<file path="src/tic_params.svh">
`ifndef TIC_PARAMS_SVH
`define TIC_PARAMS_SVH

// register addresses
`define TIC_ADDR_CONTROL   8'hA1
`define TIC_ADDR_FRACTION  8'hA2
`define TIC_ADDR_SECONDS   8'hA3
`define TIC_ADDR_MINUTES   8'hA4
`define TIC_ADDR_HOURS     8'hA5
`define TIC_ADDR_COMPARE   8'hA6

// control field positions
`define TIC_BIT_TIME_CLOCK_ENABLE       0
`define TIC_BIT_IEN        1
`define TIC_BIT_FLAG       2
`define TIC_BIT_SINGLE     3
`define TIC_BIT_TB_LO      4
`define TIC_BIT_TB_HI      5
`define TIC_BIT_WRAP24     6
`define TIC_CONTROL_MASK   8'h7F

// reset values
`define TIC_RESET_CONTROL  7'h00
`define TIC_RESET_COUNT    8'h00
`define TIC_RESET_COMPARE  8'h00

// wrap points
`define TIC_FRACTION_TOP   8'h7F
`define TIC_SECONDS_TOP    8'h3B
`define TIC_MINUTES_TOP    8'h3B
`define TIC_HOURS24_TOP    8'h17
`define TIC_HOURS256_TOP   8'hFF

// timing: one fraction step is 1/128 s
`define TIC_CLK_PERIOD_NS  20
`define TIC_STEP_NS        7812500
`define TIC_STEP_CYCLES    ((`TIC_STEP_NS + `TIC_CLK_PERIOD_NS - 1) / `TIC_CLK_PERIOD_NS)

`endif

</file>
<file path="src/tic_pkg.sv">
package tic_pkg;

  typedef enum logic [1:0] {
    TB_FRACTION,
    TB_SECONDS,
    TB_MINUTES,
    TB_HOURS
  } timebase_type;

  typedef struct packed {
    logic [7:0] addr;
    logic [7:0] wdata;
    logic       wr;
    logic       rd;
  } sfr_req_type;

  typedef struct packed {
    logic       day_wrap_24;
    logic [1:0] timebase_select;
    logic       single_interval;
    logic       interval_match_flag;
    logic       interval_enable;
    logic       time_clock_enable;
  } tic_control_type;

endpackage

</file>
<file path="src/time_interval_counter.sv">
// Behaviour
// - clearing interval enable stops the interval counter and zeroes it, setting it lets the counter run.
// - with single interval clear, each timeout reloads the interval counter and counting resumes.
// - the match flag is set on the interval tick at which the interval counter equals the compare value and stays until software clears it.
// - the match flag sits at control bit 2 and requests an interrupt only when its interrupt enable is set.
// - the compare register holds any software value from 0 to 255 and resets to zero.
// - with the time clock enabled the fraction count steps every 1/128 s, 0 to 127, then wraps and carries.
// - the seconds count steps once per second, 0 to 59, then wraps and carries into minutes.
// - the minutes count steps once per minute, 0 to 59, then wraps and carries into hours.
// - with the 24-hour bit set the hours count runs 0 to 23 then wraps to zero.
// - with the 24-hour bit clear the hours count runs 0 to 255 then wraps to zero.
// - fraction, seconds, minutes and hours reset to zero.
// - hours step only by the minutes carry and only while the time clock is enabled.
// - the timebase select picks the interval rate: 00 fraction, 01 seconds, 10 minutes, 11 hours.
// - with single interval set, a timeout clears interval enable so only one timeout occurs, except in a cycle with a control write, whose value stands.
`timescale 1ns/100ps
`default_nettype none
`include "tic_params.svh"

module time_interval_counter
  import tic_pkg::*;
#(
  parameter int STEP_CYCLES = `TIC_STEP_CYCLES
) (
  input  wire logic        clk,
  input  wire logic        sys_rst,
  input  wire sfr_req_type sfr_req,
  input  wire logic        irq_enable,
  output logic [7:0]       sfr_rdata,
  output logic             irq_request
);

  localparam int DIV_W = $clog2(STEP_CYCLES + 1);
  localparam logic [DIV_W-1:0] DIV_LAST = DIV_W'(STEP_CYCLES - 1);

  // returns {carry, next value}; values above top are treated as at top
  function automatic logic [8:0] step_wrap(input logic [7:0] value, input logic [7:0] top, input logic en);
    logic [8:0] result;
    result = {1'b0, value};
    if (en) begin
      if (value >= top) begin
        result = {1'b1, 8'h00};
      end else begin
        result = {1'b0, value + 8'h01};
      end
    end
    return result;
  endfunction

  function automatic logic sfr_write(input sfr_req_type req, input logic [7:0] addr);
    return req.wr && (req.addr == addr);
  endfunction

  tic_control_type  control_reg;
  tic_control_type  control_next;
  logic [DIV_W-1:0] div_reg;
  logic [DIV_W-1:0] div_next;
  logic [7:0]       fraction_count_reg;
  logic [7:0]       fraction_count_next;
  logic [7:0]       s_unit_count_reg;
  logic [7:0]       s_unit_count_next;
  logic [7:0]       m_unit_count_reg;
  logic [7:0]       m_unit_count_next;
  logic [7:0]       h_unit_count_reg;
  logic [7:0]       h_unit_count_next;
  logic [7:0]       interval_compare_reg;
  logic [7:0]       interval_compare_next;
  logic [7:0]       interval_count_reg;
  logic [7:0]       interval_count_next;
  logic [7:0]       rdata_reg;
  logic [7:0]       rdata_next;
  logic             irq_reg;
  logic             irq_next;
  logic [8:0]       frac_step;
  logic [8:0]       sec_step;
  logic [8:0]       min_step;
  logic [8:0]       hour_step;
  logic [7:0]       hour_top;
  logic             frac_tick;
  logic             interval_tick;
  logic             timeout;
  logic             control_write;

  // 1/128 s divider, held at zero while the time clock is off
  always_comb begin
    div_next  = div_reg;
    frac_tick = 1'b0;
    if (!control_reg.time_clock_enable) begin
      div_next = '0;
    end else if (div_reg >= DIV_LAST) begin
      div_next  = '0;
      frac_tick = 1'b1;
    end else begin
      div_next = div_reg + DIV_W'(1);
    end
  end

  always_ff @(posedge clk or posedge sys_rst) begin
    if (sys_rst) begin
      div_reg <= '0;
    end else begin
      div_reg <= div_next;
    end
  end

  // carries ripple through the whole chain in the same cycle
  always_comb begin
    frac_step = step_wrap(fraction_count_reg, `TIC_FRACTION_TOP, frac_tick);
    sec_step  = step_wrap(s_unit_count_reg, `TIC_SECONDS_TOP, frac_step[8]);
    min_step  = step_wrap(m_unit_count_reg, `TIC_MINUTES_TOP, sec_step[8]);
    if (control_reg.day_wrap_24) begin
      hour_top = `TIC_HOURS24_TOP;
    end else begin
      hour_top = `TIC_HOURS256_TOP;
    end
    hour_step = step_wrap(h_unit_count_reg, hour_top, min_step[8]);
  end

  // a software load wins over a step in the same cycle; that step is lost
  always_comb begin
    fraction_count_next = frac_step[7:0];
    if (sfr_write(sfr_req, `TIC_ADDR_FRACTION)) begin
      fraction_count_next = sfr_req.wdata;
    end
  end

  always_ff @(posedge clk or posedge sys_rst) begin
    if (sys_rst) begin
      fraction_count_reg <= `TIC_RESET_COUNT;
    end else begin
      fraction_count_reg <= fraction_count_next;
    end
  end

  always_comb begin
    s_unit_count_next = sec_step[7:0];
    if (sfr_write(sfr_req, `TIC_ADDR_SECONDS)) begin
      s_unit_count_next = sfr_req.wdata;
    end
  end

  always_ff @(posedge clk or posedge sys_rst) begin
    if (sys_rst) begin
      s_unit_count_reg <= `TIC_RESET_COUNT;
    end else begin
      s_unit_count_reg <= s_unit_count_next;
    end
  end

  always_comb begin
    m_unit_count_next = min_step[7:0];
    if (sfr_write(sfr_req, `TIC_ADDR_MINUTES)) begin
      m_unit_count_next = sfr_req.wdata;
    end
  end

  always_ff @(posedge clk or posedge sys_rst) begin
    if (sys_rst) begin
      m_unit_count_reg <= `TIC_RESET_COUNT;
    end else begin
      m_unit_count_reg <= m_unit_count_next;
    end
  end

  always_comb begin
    h_unit_count_next = hour_step[7:0];
    if (sfr_write(sfr_req, `TIC_ADDR_HOURS)) begin
      h_unit_count_next = sfr_req.wdata;
    end
  end

  always_ff @(posedge clk or posedge sys_rst) begin
    if (sys_rst) begin
      h_unit_count_reg <= `TIC_RESET_COUNT;
    end else begin
      h_unit_count_reg <= h_unit_count_next;
    end
  end

  always_comb begin
    interval_compare_next = interval_compare_reg;
    if (sfr_write(sfr_req, `TIC_ADDR_COMPARE)) begin
      interval_compare_next = sfr_req.wdata;
    end
  end

  always_ff @(posedge clk or posedge sys_rst) begin
    if (sys_rst) begin
      interval_compare_reg <= `TIC_RESET_COMPARE;
    end else begin
      interval_compare_reg <= interval_compare_next;
    end
  end

  // interval rate taken from the carries of the time chain
  always_comb begin
    unique case (timebase_type'(control_reg.timebase_select))
      TB_FRACTION: interval_tick = frac_tick;
      TB_SECONDS:  interval_tick = frac_step[8];
      TB_MINUTES:  interval_tick = sec_step[8];
      TB_HOURS:    interval_tick = min_step[8];
    endcase
  end

  // compared before the increment, so a timeout falls on tick compare+1
  always_comb begin
    interval_count_next = interval_count_reg;
    timeout             = 1'b0;
    if (!control_reg.interval_enable) begin
      interval_count_next = 8'h00;
    end else if (interval_tick) begin
      if (interval_count_reg == interval_compare_reg) begin
        timeout             = 1'b1;
        interval_count_next = 8'h00;
      end else begin
        interval_count_next = interval_count_reg + 8'h01;
      end
    end
  end

  always_ff @(posedge clk or posedge sys_rst) begin
    if (sys_rst) begin
      interval_count_reg <= 8'h00;
    end else begin
      interval_count_reg <= interval_count_next;
    end
  end

  // the hardware flag set wins over a software clear in the same cycle
  always_comb begin
    control_write = sfr_write(sfr_req, `TIC_ADDR_CONTROL);
    control_next  = control_reg;
    if (control_write) begin
      control_next = tic_control_type'(sfr_req.wdata[6:0]);
    end
    if (timeout && control_reg.single_interval && !control_write) begin
      control_next.interval_enable = 1'b0;
    end
    if (timeout) begin
      control_next.interval_match_flag = 1'b1;
    end
  end

  always_ff @(posedge clk or posedge sys_rst) begin
    if (sys_rst) begin
      control_reg <= tic_control_type'(`TIC_RESET_CONTROL);
    end else begin
      control_reg <= control_next;
    end
  end

  always_comb begin
    irq_next = control_next.interval_match_flag && irq_enable;
  end

  always_ff @(posedge clk or posedge sys_rst) begin
    if (sys_rst) begin
      irq_reg <= 1'b0;
    end else begin
      irq_reg <= irq_next;
    end
  end

  // read data holds until the next read strobe
  always_comb begin
    rdata_next = rdata_reg;
    if (sfr_req.rd) begin
      unique case (sfr_req.addr)
        `TIC_ADDR_CONTROL:  rdata_next = {1'b0, control_reg} & `TIC_CONTROL_MASK;
        `TIC_ADDR_FRACTION: rdata_next = fraction_count_reg;
        `TIC_ADDR_SECONDS:  rdata_next = s_unit_count_reg;
        `TIC_ADDR_MINUTES:  rdata_next = m_unit_count_reg;
        `TIC_ADDR_HOURS:    rdata_next = h_unit_count_reg;
        `TIC_ADDR_COMPARE:  rdata_next = interval_compare_reg;
        default:            rdata_next = 8'h00;
      endcase
    end
  end

  always_ff @(posedge clk or posedge sys_rst) begin
    if (sys_rst) begin
      rdata_reg <= 8'h00;
    end else begin
      rdata_reg <= rdata_next;
    end
  end

  assign sfr_rdata   = rdata_reg;
  assign irq_request = irq_reg;

endmodule

`default_nettype wire

</file>
<file path="config.mk">
export PLATFORM = sky130hd
export DESIGN_NAME = time_interval_counter
export DESIGN_NICKNAME = d
export VERILOG_FILES = /design/src/tic_pkg.sv /design/src/time_interval_counter.sv
export VERILOG_INCLUDE_DIRS = /design/src
export SDC_FILE = /design/constraint.sdc
export NUM_CORES = 1
export LEC_CHECK = 0
export ABC_AREA = 0
export BUFFER_PORTS_ARGS = -buffer_cell sky130_fd_sc_hd__buf_4
export CAP_MARGIN = 20
export CORE_MARGIN = 4
export CORE_UTILIZATION = 55
export DETAILED_ROUTE_END_ITERATION = 10
export GPL_ROUTABILITY_DRIVEN = 0
export GPL_TIMING_DRIVEN = 0
export PLACE_DENSITY_LB_ADDON = 0.1
export SLEW_MARGIN = 15
export SYNTH_ARGS = -nofsm -noshare
export SYNTH_HDL_FRONTEND = slang
export SYNTH_SLANG_ARGS = --single-unit
</file>
<file path="constraint.sdc">
create_clock -name clk -period 3.3 [get_ports clk]
set_clock_uncertainty 0.2 [all_clocks]
set_input_delay 0.33 -clock clk [delete_from_list [all_inputs] [get_ports clk]]
set_output_delay 0.33 -clock clk [all_outputs]
set_load 0.03 [all_outputs]
</file>
==> run summary <==
Non-Filler Instances - 710
Period minus WS final - 3.01 ns
Yosys cell types - 72
mean area per synthesized cell - 9.07 um2
YS warnings - 0
GRT Total Usage - 26.8%
diode count - 0
Avg WL per Cell - 20.4 um
DRT antenna net count - 0
Detailed Place HPWL - 10,500 um
dpl ws - 0.355 ns
# rows - 34
Root Driver - clkbuf_8
Vias - 4,733
PortBufs - 26
final period utilization - 91.3%
drt drc - 0
Slew Limit Fails - 0
WL final - 14,500 um
Final Hold Fails - 0
total CTS buffers - 9
Setup TNS - 0 ns
# IOs - 30
Post-CTS Setup Inserts - 0
status - completed
fin util - 63.8%
synthesized area - 5060 um2
Critical Path Source Type - flop
final setup margin - 0.288 ns
NumNets Final - 629
share of post-route cells with drive strength above 1 - 14.5%
Seq/Total Area, Yosys - 41.0%
Worst Path Required - 3.33 ns
filler instances - 745
H-tree Lvls - 3
DRT iter0 DRCs - 574
largest net degree at the start of global routing - 47
top cell type's share of synthesized area - 41.0%
highest clock rate - 332 MHz
dominant cells by area after synthesis - dfrtp_1, nor2_1, nand2_1, mux2_2, a31oi_1
clk_lat worst skew - 0.36 ns
Seq cells post-synth - 83
Area Overhead vs Synth - 11.6%
EDFF count, synth - 0
Hold-fix buffers, CTS - 1
die height - 104 um
placed cell count - 693
vias in the first global route - 4,429
critical path fanouts, max - 6
Synth area leader - dfrtp_1
vias per cell - 6.67
Cells after Synth - 558
CP arrival - 3.04 ns
Slew headroom - 30.5%
max cap viols - 0
Die ar. - 10,800 um2
Top FF cell, synth - dfrtp_1
CTS resizes - 0
max reg flops - 19
Mapped Nets - 590
Pleak - 2.39 nW
CTS sink cnt - 83
Max Root-Sink Buffers - 2
CTS tree - done
core area - 8850 um2
first-pass GRT wire length - 23,400 um
Setup CP Type - flop to flop
nature of the critical path endpoint - flop
endpoints failing setup - 0
Power Density - 390 nW/um2
antenna violations before repair - 0
Initial DRT Pass Iterations - 5
die width - 104 um
min-delay worst type - input pin to flop
actual slew at the worst max-slew pin - 1.04 ns
Initial Util - 57.2%
Worst-path clk slew - 0.09 ns
Peak VDD IR - 0.000282 V
total global routing overflow - 0
RSZ-0062 raised after global routing - false
post-synthesis async set-or-reset flop share - 100%
stage by stage:
| step | hold slack (ns) | power [mW] | area, um2 |
|---|---|---|---|
| floorplan | 0.235 | 1.29 | 5060 |
| global placement | 0.294 | 1.40 | 5390 |
| detailed placement | 0.212 | 1.41 | 5420 |
| CTS | 0.0185 | 2.21 | 5650 |
| global route | 0.0375 | 2.31 | 5650 |
| finish | 0.0229 | 2.20 | 5650 |
kinds of logic after synthesis:
kind of cell / synth area share, %
mux: 3.91
fa+ha+maj: 2.72
flops: 41.0
compound gates: 18.4
buf+inv: 4.89
simple gates: 24.8
xor+xnor: 4.15
where the power goes:
| group | total (mW) | internal, mW | switching, mW |
|---|---|---|---|
| sequential | 1.08 | 1.05 | 0.0359 |
| clock | 0.806 | 0.428 | 0.378 |
| combinational | 0.314 | 0.111 | 0.203 |
| total | 2.20 | 1.59 | 0.617 |
synth_stat cells, types with 3 or more instances:
cell type  instances
dfrtp_1           83
nor2_1            75
nand2_1           54
nand3_1           26
inv_1             24
a31oi_1           22
nand4_1           20
o21ai_0           18
clkbuf_1          15
mux2_2            14
xor2_1            14
o211ai_1          12
a21oi_1           11
ha_1              11
xnor2_1           10
and2_1             8
a32oi_1            7
and3_1             7
o22ai_1            7
or3_1              7
or4_1              7
a22oi_1            6
o31ai_1            6
and4_1             5
nor3_1             5
nor4_1             5
a221oi_1           4
buf_2              4
mux2i_1            4
nor2b_1            4
a2111oi_0          3
nand3b_1           3
o221ai_1           3
o2bb2ai_1          3
cell usage in the layout (no fill, tap or decap), types with 4 or more instances in the layout:
cell type | Yosys | final
clkbuf_8 | 0 | 9
and2_1 | 8 | 8
mux2_2 | 14 | 14
nand4_1 | 20 | 20
a31oi_1 | 22 | 22
nor2_1 | 75 | 75
a32oi_1 | 7 | 7
nand2_1 | 54 | 54
xor2_1 | 14 | 14
xnor2_1 | 10 | 10
buf_2 | 4 | 4
nor3_1 | 5 | 5
buf_4 | 2 | 28
a22oi_1 | 6 | 6
o21ai_0 | 18 | 18
nand3_1 | 26 | 26
ha_1 | 11 | 11
and3_1 | 7 | 7
inv_1 | 24 | 23
o31ai_1 | 6 | 6
mux2i_1 | 4 | 4
or3_1 | 7 | 7
and4_1 | 5 | 5
o211ai_1 | 12 | 12
nor2b_1 | 4 | 4
clkbuf_1 | 15 | 16
a21oi_1 | 11 | 11
dfrtp_1 | 83 | 83
or4_1 | 7 | 7
nor4_1 | 5 | 5
o22ai_1 | 7 | 7
a221oi_1 | 4 | 4
layout make-up:
class | count | area (um2) | share of cell area [%]
Timing Repair Buffer | 28 | 233 | 4.12
Clock buffer | 10 | 128 | 2.26
Tap cell | 108 | 135 | 2.39
Inverter | 24 | 92.6 | 1.64
Multi-Input combinational cell | 423 | 2740 | 48.4
Clock inverter | 6 | 90.1 | 1.59
Buffer | 28 | 158 | 2.79
Sequential cell | 83 | 2080 | 36.8
metal layers:
layer,global-route usage [%],vias to the layer above,wire length (um)
met5,0,-,0
met2,41.1,271,6660
met1,38.1,2277,5980
met4,9.97,0,446
li1,-,2146,-
met3,4.72,39,1380
path summary, 6_finish.rpt:
| kind | from | to | slack [ns] | depth (start not counted) |
|---|---|---|---|---|
| min in group asynchronous | sys_rst | h_unit_count_reg[6]$_DFFE_PP0P_ | 0.37 | 3 |
| worst max-delay path | s_unit_count_reg[0]$_DFFE_PP0P_ | interval_count_reg[7]$_DFFE_PP0P_ | 0.29 | 6 |
| worst min register to register | div_reg[0]$_DFF_PP0_ | div_reg[0]$_DFF_PP0_ | 0.31 | 1 |
| worst max register to register | s_unit_count_reg[0]$_DFFE_PP0P_ | interval_count_reg[7]$_DFFE_PP0P_ | 0.29 | 6 |
| worst min-delay path | irq_enable | irq_request$_DFF_PP0_ | 0.02 | 3 |
| max in group asynchronous | sys_rst | div_reg[17]$_DFF_PP0_ | 1.92 | 4 |
critical path, stage by stage, from the launching register on:
cell and delay [ns]:
dfrtp_1 0.43, ha_1 0.26, or2_2 0.30, a311oi_1 0.89
o21ai_0 0.33, nand4_1 0.34, o22ai_1 0.14
Power figures use the tool's default switching activity.
